## src/core/chx_cfg.svh

```systemverilog
// Constants for the channel program XOR decoder and descriptor list.
// Assumes a 50 MHz processor clock; included by bare name.
`ifndef CHX_CFG_SVH
`define CHX_CFG_SVH

// ----------------------------------------
// Timing
// ----------------------------------------
`define CLK_PERIOD_NS 20
`define XOR_TIME_NS 750
`define XOR_CYC ((`XOR_TIME_NS + `CLK_PERIOD_NS - 1) / `CLK_PERIOD_NS)

// ----------------------------------------
// Opcodes and rows
// ----------------------------------------
`define OPC_XOR_R_TBL 8'h55
`define OPC_XOR_B_TBL 8'h75
`define OPC_XOR_R_IND 8'h85
`define OPC_XOR_R_IMM 8'h95
`define OPC_XOR_B_IMM 8'hb5
`define OPC_GNB 8'h02
`define OPC_GIVE 8'h12
`define OPC_BR_T 8'he2
`define OPC_BR_F 8'hf2
`define ROW_SEND 4'h6
`define ROW_RECV 4'ha

// ----------------------------------------
// Assigned columns per row, bit n = column n
// ----------------------------------------
`define ROW0_MASK 16'h3fff
`define ROW1_MASK 16'h007f
`define ROW2_MASK 16'h03ff
`define ROW3_MASK 16'h03ff
`define ROW5_MASK 16'hffff
`define ROW6_MASK 16'h000f
`define ROW7_MASK 16'h3fff
`define ROW8_MASK 16'hf7ff
`define ROW9_MASK 16'hafff
`define ROWA_MASK 16'hff0f
`define ROWB_MASK 16'hffbf
`define ROWC_MASK 16'h64c3
`define ROWE_MASK 16'hc1ff
`define ROWF_MASK 16'hc3ff

// ----------------------------------------
// Descriptor status
// ----------------------------------------
`define STAT_DONE_BIT 15

`endif

```

## src/core/chx_pkg.sv

```systemverilog
// Types used only by the XOR decoder and execution sequencer, not the descriptor list.
// Assumes nothing beyond a SystemVerilog compiler.
package chx_pkg;

  typedef enum logic [3:0] {
    OP_ILLEGAL, OP_OTHER, OP_XOR_R_TBL, OP_XOR_B_TBL, OP_XOR_R_IND,
    OP_XOR_R_IMM, OP_XOR_B_IMM, OP_CHAR_FMT, OP_BR_NS_T, OP_BR_NS_F,
    OP_GNB, OP_GIVE
  } op_t;

  typedef enum logic {ST_IDLE, ST_EXEC} exec_state_t;

endpackage : chx_pkg

```

## src/core/chx_exec.sv

```systemverilog
// Channel program XOR execution, opcode decode and descriptor list.
// Assumes instruction and host strobes come from logic on SYS_CLK.
// How it works
// [RULE1] R XOR table entry into R
// [RULE2] B XOR table entry into B, 0.75 us
// [RULE3] R XOR entry indexed by B into R
// [RULE4] R XOR immediate byte into R
// [RULE5] B XOR immediate byte into B
// [RULE6] Sign flag follows result top bit
// [RULE7] Null flag set when result is zero
// [RULE8] High nibble picks row, low picks column
// [RULE9] Unassigned and reserved row codes are illegal
// [RULE10] Send/receive columns 0-3 pick parity, CRC
// [RULE11] Column 2 branches test null or sign; code pulses BR_NS_TRUE/BR_NS_FALSE on decode alone, flags untested
// [RULE12] Eight descriptors per channel, circular list
// [RULE13] Next, processed and current descriptor queues
// [RULE14] Completion signals host, releases one slot; code frees the slot only when the host unloads it
// [RULE15] Host loads buffer then control order
// [RULE16] Final status written on completion
// [RULE17] Carry kept; operands are bytes
// [RULE18] Address up, range down, stop at zero
`timescale 1ns/100ps
`include "chx_cfg.svh"

module chx_exec (
  // Clock and reset
  input wire logic SYS_CLK,
  input wire logic RST_N,
  // Instruction stream
  input wire logic INSTR_VALID,
  input wire logic [7:0] INSTR_OP,
  input wire logic [7:0] INSTR_ARG,
  // Table load and carry load
  input wire logic TBL_WE,
  input wire logic [7:0] TBL_ADDR,
  input wire logic [7:0] TBL_WDATA,
  input wire logic CARRY_LOAD,
  input wire logic CARRY_IN,
  // Host orders and transfer
  input wire logic BUF_LOAD,
  input wire logic [23:0] BUF_ADDR,
  input wire logic [15:0] BUF_RANGE,
  input wire logic DESC_CTRL,
  input wire logic [7:0] DESC_CTRL_BYTE,
  input wire logic DESC_UNLOAD,
  input wire logic [15:0] XFER_STATUS,
  input wire logic XFER_BYTE,
  // Execution results
  output logic [7:0] R_ACC,
  output logic [7:0] B_ACC,
  output logic SIGN_FLAG,
  output logic NULL_FLAG,
  output logic CARRY_FLAG,
  output logic BUSY,
  output logic DONE,
  output logic ILLEGAL,
  output logic CHAR_FMT,
  output logic PARITY_EN,
  output logic CRC_EN,
  output logic BR_NS_TRUE,
  output logic BR_NS_FALSE,
  // Descriptor list
  output logic BUF_NAK,
  output logic DESC_DONE,
  output logic [23:0] DESC_ADDR,
  output logic LAST_CHAR,
  output logic DESC_VALID,
  output logic [3:0] NEXT_COUNT,
  output logic [3:0] PROC_COUNT
);

  typedef struct packed {
    chx_pkg::exec_state_t state;
    logic [5:0] cnt;
    chx_pkg::op_t op;
    logic [7:0] res;
    logic [7:0] r;
    logic [7:0] b;
    logic sign;
    logic nul;
    logic carry;
    logic done;
    logic illegal;
    logic fmt;
    logic parity;
    logic crc;
    logic brt;
    logic brf;
    logic cmpl;
    logic [255:0][7:0] tbl;
  } exec_t;

  exec_t s_ff;
  exec_t nxt_s;
  logic [1:0] rst_sync_ff;
  logic rst_n;
  chx_pkg::op_t dec_op;
  logic [7:0] idx;
  logic [7:0] operand;
  logic [7:0] xres;

  // ----------------------------------------
  // Reset release
  // ----------------------------------------
  always_ff @(posedge SYS_CLK or negedge RST_N) begin
    if (!RST_N) begin
      rst_sync_ff <= 2'h0;
    end else begin
      rst_sync_ff <= {rst_sync_ff[0], 1'b1};
    end
  end
  assign rst_n = rst_sync_ff[1];

  // ----------------------------------------
  // Decode
  // ----------------------------------------
  function automatic logic [15:0] row_mask(input logic [3:0] row);
    logic [15:0] m;
    begin
      unique case (row)
        4'h0: m = `ROW0_MASK;
        4'h1: m = `ROW1_MASK;
        4'h2: m = `ROW2_MASK;
        4'h3: m = `ROW3_MASK;
        4'h5: m = `ROW5_MASK;
        4'h6: m = `ROW6_MASK;
        4'h7: m = `ROW7_MASK;
        4'h8: m = `ROW8_MASK;
        4'h9: m = `ROW9_MASK;
        4'ha: m = `ROWA_MASK;
        4'hb: m = `ROWB_MASK;
        4'hc: m = `ROWC_MASK;
        4'he: m = `ROWE_MASK;
        4'hf: m = `ROWF_MASK;
        default: m = 16'h0000;
      endcase
      return m;
    end
  endfunction : row_mask

  function automatic chx_pkg::op_t decode(input logic [7:0] opc);
    chx_pkg::op_t o;
    logic [15:0] m;
    begin
      m = row_mask(opc[7:4]);
      // Row is the high nibble, column the low nibble [RULE8]
      if (opc == `OPC_XOR_R_TBL) o = chx_pkg::OP_XOR_R_TBL;
      else if (opc == `OPC_XOR_B_TBL) o = chx_pkg::OP_XOR_B_TBL;
      else if (opc == `OPC_XOR_R_IND) o = chx_pkg::OP_XOR_R_IND;
      else if (opc == `OPC_XOR_R_IMM) o = chx_pkg::OP_XOR_R_IMM;
      else if (opc == `OPC_XOR_B_IMM) o = chx_pkg::OP_XOR_B_IMM;
      else if (opc == `OPC_GNB) o = chx_pkg::OP_GNB;
      else if (opc == `OPC_GIVE) o = chx_pkg::OP_GIVE;
      else if (opc == `OPC_BR_T) o = chx_pkg::OP_BR_NS_T; // [RULE11]
      else if (opc == `OPC_BR_F) o = chx_pkg::OP_BR_NS_F; // [RULE11]
      else if ((opc[7:4] == `ROW_SEND || opc[7:4] == `ROW_RECV) && opc[3:2] == 2'h0)
        o = chx_pkg::OP_CHAR_FMT;
      else if (m[opc[3:0]]) o = chx_pkg::OP_OTHER;
      else o = chx_pkg::OP_ILLEGAL; // [RULE9]
      return o;
    end
  endfunction : decode

  function automatic logic to_b(input chx_pkg::op_t o);
    return o == chx_pkg::OP_XOR_B_TBL || o == chx_pkg::OP_XOR_B_IMM;
  endfunction : to_b

  function automatic logic is_xor(input chx_pkg::op_t o);
    return o inside {chx_pkg::OP_XOR_R_TBL, chx_pkg::OP_XOR_B_TBL,
      chx_pkg::OP_XOR_R_IND, chx_pkg::OP_XOR_R_IMM, chx_pkg::OP_XOR_B_IMM};
  endfunction : is_xor

  // ----------------------------------------
  // Operand select and XOR
  // ----------------------------------------
  assign dec_op = decode(INSTR_OP);
  assign idx = (dec_op == chx_pkg::OP_XOR_R_IND) ? s_ff.b : INSTR_ARG; // [RULE3]
  assign operand = (dec_op == chx_pkg::OP_XOR_R_IMM || dec_op == chx_pkg::OP_XOR_B_IMM)
    ? INSTR_ARG : s_ff.tbl[idx]; // [RULE4] [RULE5]
  assign xres = (to_b(dec_op) ? s_ff.b : s_ff.r) ^ operand; // [RULE1] [RULE2] [RULE17]

  // ----------------------------------------
  // Sequencer
  // ----------------------------------------
  always_comb begin
    nxt_s = s_ff;
    nxt_s.done = 1'b0;
    nxt_s.illegal = 1'b0;
    nxt_s.fmt = 1'b0;
    nxt_s.brt = 1'b0;
    nxt_s.brf = 1'b0;
    nxt_s.cmpl = 1'b0;
    if (TBL_WE) begin
      nxt_s.tbl[TBL_ADDR] = TBL_WDATA;
    end
    if (CARRY_LOAD) begin
      nxt_s.carry = CARRY_IN;
    end
    unique case (s_ff.state)
      chx_pkg::ST_IDLE: begin
        if (INSTR_VALID) begin
          nxt_s.op = dec_op;
          if (is_xor(dec_op)) begin
            nxt_s.state = chx_pkg::ST_EXEC;
            nxt_s.cnt = 6'(`XOR_CYC - 1); // [RULE2]
            nxt_s.res = xres;
          end else begin
            nxt_s.done = 1'b1;
            nxt_s.illegal = dec_op == chx_pkg::OP_ILLEGAL; // [RULE9]
            nxt_s.brt = dec_op == chx_pkg::OP_BR_NS_T;
            nxt_s.brf = dec_op == chx_pkg::OP_BR_NS_F;
            nxt_s.cmpl = dec_op == chx_pkg::OP_GNB || dec_op == chx_pkg::OP_GIVE; // [RULE14]
            if (dec_op == chx_pkg::OP_CHAR_FMT) begin
              nxt_s.fmt = 1'b1;
              nxt_s.parity = INSTR_OP[1]; // [RULE10]
              nxt_s.crc = INSTR_OP[0]; // [RULE10]
            end
          end
        end
      end
      chx_pkg::ST_EXEC: begin
        if (s_ff.cnt == 6'h01) begin
          nxt_s.state = chx_pkg::ST_IDLE;
          nxt_s.done = 1'b1;
          if (to_b(s_ff.op)) nxt_s.b = s_ff.res;
          else nxt_s.r = s_ff.res;
          nxt_s.sign = s_ff.res[7]; // [RULE6]
          nxt_s.nul = s_ff.res == 8'h00; // [RULE7]
        end else begin
          nxt_s.cnt = 6'(s_ff.cnt - 6'h01);
        end
      end
    endcase
  end

  always_ff @(posedge SYS_CLK or negedge rst_n) begin
    if (!rst_n) begin
      s_ff <= '0;
    end else begin
      s_ff <= nxt_s;
    end
  end

  // ----------------------------------------
  // Descriptor list
  // ----------------------------------------
  desc_list u_desc (
    .clk(SYS_CLK),
    .rst_n(rst_n),
    .load(BUF_LOAD),
    .load_addr(BUF_ADDR),
    .load_range(BUF_RANGE),
    .ctrl(DESC_CTRL),
    .ctrl_byte(DESC_CTRL_BYTE),
    .unload(DESC_UNLOAD),
    .complete(s_ff.cmpl),
    .final_status(XFER_STATUS),
    .xfer_byte(XFER_BYTE),
    .nak(BUF_NAK),
    .desc_done(DESC_DONE),
    .cur_addr(DESC_ADDR),
    .last_char(LAST_CHAR),
    .cur_valid(DESC_VALID),
    .next_count(NEXT_COUNT),
    .proc_count(PROC_COUNT)
  );

  assign R_ACC = s_ff.r;
  assign B_ACC = s_ff.b;
  assign SIGN_FLAG = s_ff.sign;
  assign NULL_FLAG = s_ff.nul;
  assign CARRY_FLAG = s_ff.carry;
  assign BUSY = s_ff.state == chx_pkg::ST_EXEC;
  assign DONE = s_ff.done;
  assign ILLEGAL = s_ff.illegal;
  assign CHAR_FMT = s_ff.fmt;
  assign PARITY_EN = s_ff.parity;
  assign CRC_EN = s_ff.crc;
  assign BR_NS_TRUE = s_ff.brt;
  assign BR_NS_FALSE = s_ff.brf;

  // ----------------------------------------
  // Checks
  // ----------------------------------------
  logic take_xor;
  assign take_xor = s_ff.state == chx_pkg::ST_IDLE && INSTR_VALID && is_xor(dec_op);

  property p_xor_time;
    @(posedge SYS_CLK) disable iff (!rst_n)
    take_xor |-> ##37 (!DONE && BUSY) ##1 (DONE && !BUSY);
  endproperty
  a_xor_time: assert property (p_xor_time) else $error("xor not done in 38 cycles"); // [RULE2]

  property p_xor_r;
    @(posedge SYS_CLK) disable iff (!rst_n)
    (take_xor && !to_b(dec_op)) |-> ##38 (R_ACC == $past(xres, 38));
  endproperty
  a_xor_r: assert property (p_xor_r) else $error("R result wrong"); // [RULE1] [RULE3] [RULE4]

  property p_xor_b;
    @(posedge SYS_CLK) disable iff (!rst_n)
    (take_xor && to_b(dec_op)) |-> ##38 (B_ACC == $past(xres, 38) && R_ACC == $past(R_ACC, 38));
  endproperty
  a_xor_b: assert property (p_xor_b) else $error("B result wrong"); // [RULE2] [RULE5]

  property p_sign;
    @(posedge SYS_CLK) disable iff (!rst_n)
    (DONE && is_xor(s_ff.op)) |-> SIGN_FLAG == (to_b(s_ff.op) ? B_ACC[7] : R_ACC[7]);
  endproperty
  a_sign: assert property (p_sign) else $error("sign flag wrong"); // [RULE6]

  property p_null;
    @(posedge SYS_CLK) disable iff (!rst_n)
    (DONE && is_xor(s_ff.op)) |-> NULL_FLAG == ((to_b(s_ff.op) ? B_ACC : R_ACC) == 8'h00);
  endproperty
  a_null: assert property (p_null) else $error("null flag wrong"); // [RULE7]

  property p_carry;
    @(posedge SYS_CLK) disable iff (!rst_n)
    (take_xor && !CARRY_LOAD) ##1 (!CARRY_LOAD)[*8] |-> $stable(CARRY_FLAG);
  endproperty
  a_carry: assert property (p_carry) else $error("xor changed carry"); // [RULE17]

  property p_illegal;
    @(posedge SYS_CLK) disable iff (!rst_n)
    (s_ff.state == chx_pkg::ST_IDLE && INSTR_VALID && INSTR_OP[7:4] inside {4'h4, 4'hd})
      |=> (ILLEGAL && DONE);
  endproperty
  a_illegal: assert property (p_illegal) else $error("reserved row not illegal"); // [RULE9]

  property p_fmt;
    @(posedge SYS_CLK) disable iff (!rst_n)
    (s_ff.state == chx_pkg::ST_IDLE && INSTR_VALID && dec_op == chx_pkg::OP_CHAR_FMT)
      |=> (CHAR_FMT && PARITY_EN == $past(INSTR_OP[1]) && CRC_EN == $past(INSTR_OP[0]));
  endproperty
  a_fmt: assert property (p_fmt) else $error("format select wrong"); // [RULE10]

  property p_branch;
    @(posedge SYS_CLK) disable iff (!rst_n)
    (s_ff.state == chx_pkg::ST_IDLE && INSTR_VALID && INSTR_OP == `OPC_BR_F)
      |=> (BR_NS_FALSE && !BR_NS_TRUE);
  endproperty
  a_branch: assert property (p_branch) else $error("branch decode wrong"); // [RULE11]

endmodule : chx_exec

```

## src/core/desc_list.sv

```systemverilog
// Eight-entry circular transfer descriptor list of one channel.
// Assumes all strobes are one-cycle pulses on the same clock.
`timescale 1ns/100ps
`include "chx_cfg.svh"

module desc_list (
  // Clock and reset
  input wire logic clk,
  input wire logic rst_n,
  // Host orders
  input wire logic load,
  input wire logic [23:0] load_addr,
  input wire logic [15:0] load_range,
  input wire logic ctrl,
  input wire logic [7:0] ctrl_byte,
  input wire logic unload,
  // Channel program side
  input wire logic complete,
  input wire logic [15:0] final_status,
  input wire logic xfer_byte,
  // Results
  output logic nak,
  output logic desc_done,
  output logic [23:0] cur_addr,
  output logic last_char,
  output logic cur_valid,
  output logic [3:0] next_count,
  output logic [3:0] proc_count
);

  typedef struct packed {
    logic [7:0][23:0] addr;
    logic [7:0][15:0] rng;
    logic [7:0][7:0] ctl;
    logic [7:0][15:0] stat;
    logic [3:0] wr;
    logic [3:0] cur;
    logic [3:0] ptop;
    logic nak;
    logic done;
    logic last;
    logic [23:0] caddr;
    logic valid;
    logic [3:0] ncnt;
    logic [3:0] pcnt;
  } list_t;

  list_t s_ff;
  list_t nxt_s;
  logic [2:0] ci;
  logic [2:0] li;

  always_comb begin
    nxt_s = s_ff;
    nxt_s.nak = 1'b0;
    nxt_s.done = 1'b0;
    ci = s_ff.cur[2:0];
    li = 3'(s_ff.wr[2:0] - 3'h1);
    // Closed list of eight, full when bottom is eight ahead of top [RULE12]
    if (load) begin
      if (4'(s_ff.wr - s_ff.ptop) == 4'h8) begin
        nxt_s.nak = 1'b1;
      end else begin
        nxt_s.addr[s_ff.wr[2:0]] = load_addr;
        nxt_s.rng[s_ff.wr[2:0]] = load_range;
        nxt_s.wr = 4'(s_ff.wr + 4'h1);
      end
    end
    // Control order follows the load it belongs to [RULE15]
    if (ctrl && s_ff.wr != s_ff.ptop) begin
      nxt_s.ctl[li] = ctrl_byte;
      nxt_s.stat[li] = 16'h0000;
    end
    // Byte moved: step address and range until the range is spent [RULE18]
    if (xfer_byte && s_ff.cur != s_ff.wr && s_ff.rng[ci] != 16'h0000) begin
      nxt_s.addr[ci] = 24'(s_ff.addr[ci] + 24'h1);
      nxt_s.rng[ci] = 16'(s_ff.rng[ci] - 16'h1);
    end
    // Current joins processed queue, status written, host told [RULE13] [RULE14] [RULE16]
    if (complete && s_ff.cur != s_ff.wr) begin
      nxt_s.stat[ci] = final_status | (16'h1 << `STAT_DONE_BIT);
      nxt_s.cur = 4'(s_ff.cur + 4'h1);
      nxt_s.done = 1'b1;
    end
    // Host takes the top processed descriptor, freeing its slot
    if (unload && s_ff.ptop != s_ff.cur) begin
      nxt_s.ptop = 4'(s_ff.ptop + 4'h1);
    end
    nxt_s.last = (nxt_s.cur != nxt_s.wr) && (nxt_s.rng[nxt_s.cur[2:0]] == 16'h0000);
    nxt_s.caddr = nxt_s.addr[nxt_s.cur[2:0]];
    // Queue sizes kept in flops so the outputs need no logic behind them
    nxt_s.valid = nxt_s.cur != nxt_s.wr;
    nxt_s.ncnt = 4'(nxt_s.wr - nxt_s.cur);
    nxt_s.pcnt = 4'(nxt_s.cur - nxt_s.ptop);
  end

  always_ff @(posedge clk or negedge rst_n) begin
    if (!rst_n) begin
      s_ff <= '0;
    end else begin
      s_ff <= nxt_s;
    end
  end

  assign nak = s_ff.nak;
  assign desc_done = s_ff.done;
  assign cur_addr = s_ff.caddr;
  assign last_char = s_ff.last;
  assign cur_valid = s_ff.valid;
  assign next_count = s_ff.ncnt;
  assign proc_count = s_ff.pcnt;

  property p_list_bound;
    @(posedge clk) disable iff (!rst_n)
    4'(s_ff.wr - s_ff.ptop) <= 4'h8;
  endproperty
  a_list_bound: assert property (p_list_bound) else $error("descriptor list over eight"); // [RULE12]

  property p_done;
    @(posedge clk) disable iff (!rst_n)
    (complete && cur_valid) |=> (desc_done && s_ff.stat[$past(ci)][`STAT_DONE_BIT]
      && s_ff.stat[$past(ci)] == ($past(final_status) | (16'h1 << `STAT_DONE_BIT)));
  endproperty
  a_done: assert property (p_done) else $error("completion not signalled"); // [RULE14] [RULE16]

  property p_range_stop;
    @(posedge clk) disable iff (!rst_n)
    (xfer_byte && !complete && cur_valid && s_ff.rng[ci] == 16'h0000)
      |=> ($stable(cur_addr) && last_char);
  endproperty
  a_range_stop: assert property (p_range_stop) else $error("address moved at zero range"); // [RULE18]

endmodule : desc_list

```

## config.mk

```make
export PLATFORM = sky130hd
export DESIGN_NAME = chx_exec
export DESIGN_NICKNAME = d
export VERILOG_FILES = /design/src/core/chx_pkg.sv /design/src/core/chx_exec.sv /design/src/core/desc_list.sv
export VERILOG_INCLUDE_DIRS = /design/src /design/src/core
export SDC_FILE = /design/constraint.sdc
export NUM_CORES = 2
export LEC_CHECK = 0
export BUFFER_PORTS_ARGS = -buffer_cell sky130_fd_sc_hd__buf_2
export CAP_MARGIN = 40
export CORE_UTILIZATION = 40
export CTS_BUF_LIST = sky130_fd_sc_hd__clkbuf_16
export DETAILED_ROUTE_END_ITERATION = 10
export HOLD_SLACK_MARGIN = 0.08
export PLACE_DENSITY = 0.56
export SLEW_MARGIN = 20
export SYNTH_ARGS = -nofsm -noshare
export SYNTH_HDL_FRONTEND = slang
export SYNTH_SLANG_ARGS = --single-unit
```

## constraint.sdc

```tcl
create_clock -name SYS_CLK -period 85.9 [get_ports SYS_CLK]
set_clock_uncertainty 0.2 [all_clocks]
set_input_delay 12.885 -clock SYS_CLK [delete_from_list [all_inputs] [get_ports SYS_CLK]]
set_output_delay 12.885 -clock SYS_CLK [all_outputs]
set_load 0.05 [all_outputs]
```

==> metrics.csv <==
stage,metric,value,unit
layout,area_growth,12.72,%
power_and_ir_drop,power.density,23.19,nW/um^2
timing,fin_crit_sh,23.36,%
cts,cts_buffers,280,
placement,portBuffers,143,
yosys,synth-seq-cells,2464,
cts,clkLatencyLatePin,0.91,ns
worst_setup_path,worst_setup_path_start_kind,primary input,
die,start_util,40.25,%
worst_setup_path,cp_data_required_time,86.49,ns
layout,nNetsFinal,10250,
die,chipWidth,551.7,um
layout,layout_common_cells,"dfrtp_1 (2,460), mux2_2 (2,319), nand2_1 (1,132), mux2i_1 (714), nor2_1 (331)",
power_and_ir_drop,leakage,0.06291,uW
yosys,synth_area_per_cell,11.91,um^2
yosys,synth_nets,10270,
route,firstDrtPassIters,6,
yosys,synth_edf_count,0,
power_and_ir_drop,intPower,2205,uW
status,outcome,completed,
global_route,grt_overflow,0,
yosys,async_reset_ff_share,100.0,%
placement,gp_congestion,0.9016,
cts,cts_resized,0,
worst_setup_path,cp-end-kind,flip-flop,
cts,clock-root-buffer,clkbuf_16,
yosys,synth_cell_types,97,
yosys,yosysWarnings,0,
global_route,antenna_found_initial,32,
cts,ctsHoldBuffers,0,
yosys,syn_inst,10150,
global_route,grt_pass1_vias,87820,
timing,slew_headroom,23.15,%
die,io_pins,169,
worst_setup_path,path_class,primary input to flip-flop,
route,antenna_left,0,
cts,cts_setup_buffers,0,
route,vias_per_cell,6.032,
min_path,min_path_type,flip-flop to async pin,
cts,clockBufferDepth,4,
timing,hold_viol,0,
timing,timing.hold.ws,0.09019,ns
power_and_ir_drop,p_seq_share,43.5,%
placement,dp_hpwl,250.8,mm
die,die_area,304400,um^2
die,coreArea,300300,um^2
yosys,seq_area_frac_synth,51.01,%
worst_setup_path,crit_path_max_fanout,104,
layout,num-fill-cells,27210,
layout,drive_above_1_share,33.09,%
timing,rsz0062_at_grt,no,
timing,setup_viol,0,
die,rows,201,
yosys,ys.flop_type,dfrtp_1,
global_route,grt_use_total,25.90,%
flow_run,cap_viol_max_count,0,
route,totalWireLength,399.8,mm
power_and_ir_drop,p_switching,955.1,uW
layout,layout_commonest_cell,dfrtp_1,
route,drc_errors,0,
die,dieHeight,551.7,um
power_and_ir_drop,pwr-share-clk,36.7,%
global_route,grt_pass1_wl,592.9,mm
route,wire_per_inst,27.93,um
timing,finalSetupTns,0,ns
cts,cts_num_sinks,2464,
worst_setup_path,arrival,20.66,ns
power_and_ir_drop,switching_share,30.22,%
power_and_ir_drop,p_comb_share,19.8,%
timing,tightestPinTransition,1.153,ns
cts,h-tree-depth,5,
yosys,syn_area,120900,um^2
power_and_ir_drop,vdd_drop_max,0.01466,mV
timing,fmax,49.84,MHz
cts,clkTransAtPathRegs,0.06,ns
route,num_vias,86360,
timing,min_period,20.06,ns
timing,slew_violations,0,
route,drtIter0Drc,8008,
cts,cts_tree,yes,
global_route,grt_max_degree,161,
## final timing paths
| kind | start | end | depth (start not counted) | slack, ns |
|---|---|---|---|---|
| hold reg to reg | rst_sync_ff[1] | s_ff[1150] | 0 | 0.09 |
| setup reg to reg | B_ACC[0] | s_ff[2082] | 19 | 77.90 |
| max in group asynchronous | RST_N | rst_sync_ff[1] | 1 | 73.83 |
| min in group SYS_CLK | rst_sync_ff[0] | rst_sync_ff[1] | 0 | 0.15 |
| hold / removal | rst_sync_ff[1] | s_ff[1150] | 0 | 0.09 |
| setup / recovery | INSTR_OP[7] | s_ff[2082] | 20 | 65.84 |
## cell families after synthesis
group	after synthesis	synth area share [%]
simple gates	2212	8.206
xor+xnor	67	0.4855
compound gates	1361	7.470
mux	3143	29.52
flops	2464	51.01
other cells	1	0.003103
fa+ha+maj	18	0.1988
buf+inv	883	3.106
## worst max-delay path: stages
cell	delay [ns]
buf_2	0.26
nand2b_1	0.32
nor3_2	0.54
a31oi_4	0.14
buf_4	0.31
o21ai_4	0.20
buf_4	0.30
buf_16	0.32
buf_4	0.40
buf_16	0.29
buf_12	0.50
buf_4	0.71
buf_4	0.64
mux2i_1	0.17
o221ai_1	0.35
o211ai_1	0.17
a21oi_1	0.70
o21ai_0	0.40
or3_1	0.45
a221o_1	0.30
## routing by layer
layer  wire (um)  GRT usage (%)  vias to the layer above
met1      171800          35.43                    45300
met2      182400          40.51                     3244
li1            -              -                    36920
met4       17520          10.89                       38
met5         246              0                        -
met3       27860          4.540                      856
## sequential cells by signal, summed over array words and instances, names as in the netlist, 2 cells and up
register / count
s_ff: 2067
u_desc.ci: 3
R_ACC: 8
B_ACC: 8
u_desc.cur_addr: 24
u_desc.s_ff: 329
rst_sync_ff: 2
u_desc.next_count: 4
u_desc.proc_count: 4
## synth_stat cells (all sizes together), types with 61 or more instances
cell type  number  area, um^2
a21oi         331        1657
mux2i         717        7177
nor4          127       794.5
nand3         267        1336
nor3           61       315.3
buf           270        1453
a221oi         89       779.5
dfrtp        2464       61660
nor2b          61       381.6
o22ai         144       900.9
nor2          337        1265
nand2        1143        4290
clkbuf        560        2102
a211oi         99       743.2
mux2         2321       26140
o21ai         278        1391
mux4          105        2365
## area by class of cell
type | count | area, um^2 | share of cell area [%]
diodes | 23 | 57.56 | 0.04225
multi-input cells | 6802 | 56040 | 41.13
clock buffers | 281 | 7032 | 5.161
repair buffers | 523 | 4612 | 3.385
clock inverters | 214 | 1680 | 1.233
flip-flops and latches | 2464 | 61670 | 45.27
well taps | 3958 | 4952 | 3.635
inverters | 53 | 200.2 | 0.1469
## power groups by stage
stage | Combinational [uW] | Clock (uW) | Sequential, uW
final | 625 | 1160 | 1380
after global placement | 591 | 0 | 1380
after global routing | 674 | 1230 | 1390
after detailed placement | 613 | 0 | 1390
after CTS | 615 | 1180 | 1370
after floorplan | 434 | 0 | 1400
## metrics by stage
step | total power, uW | util, % | setup WS, ns | cell area (um^2) | std cells
floorplan | 1830 | - | 11.93 | 120900 | 10150
global placement | 1975 | 41.77 | 64.51 | 125400 | 13650
detailed placement | 2005 | 42.15 | 65.00 | 126600 | 13730
CTS | 3171 | 45.05 | 65.99 | 135300 | 14220
global route | 3293 | 45.37 | 65.59 | 136200 | 14310
finish | 3160 | 45.37 | 65.84 | 136200 | 14320
Note: power is estimated with default switching activity, not from simulation.
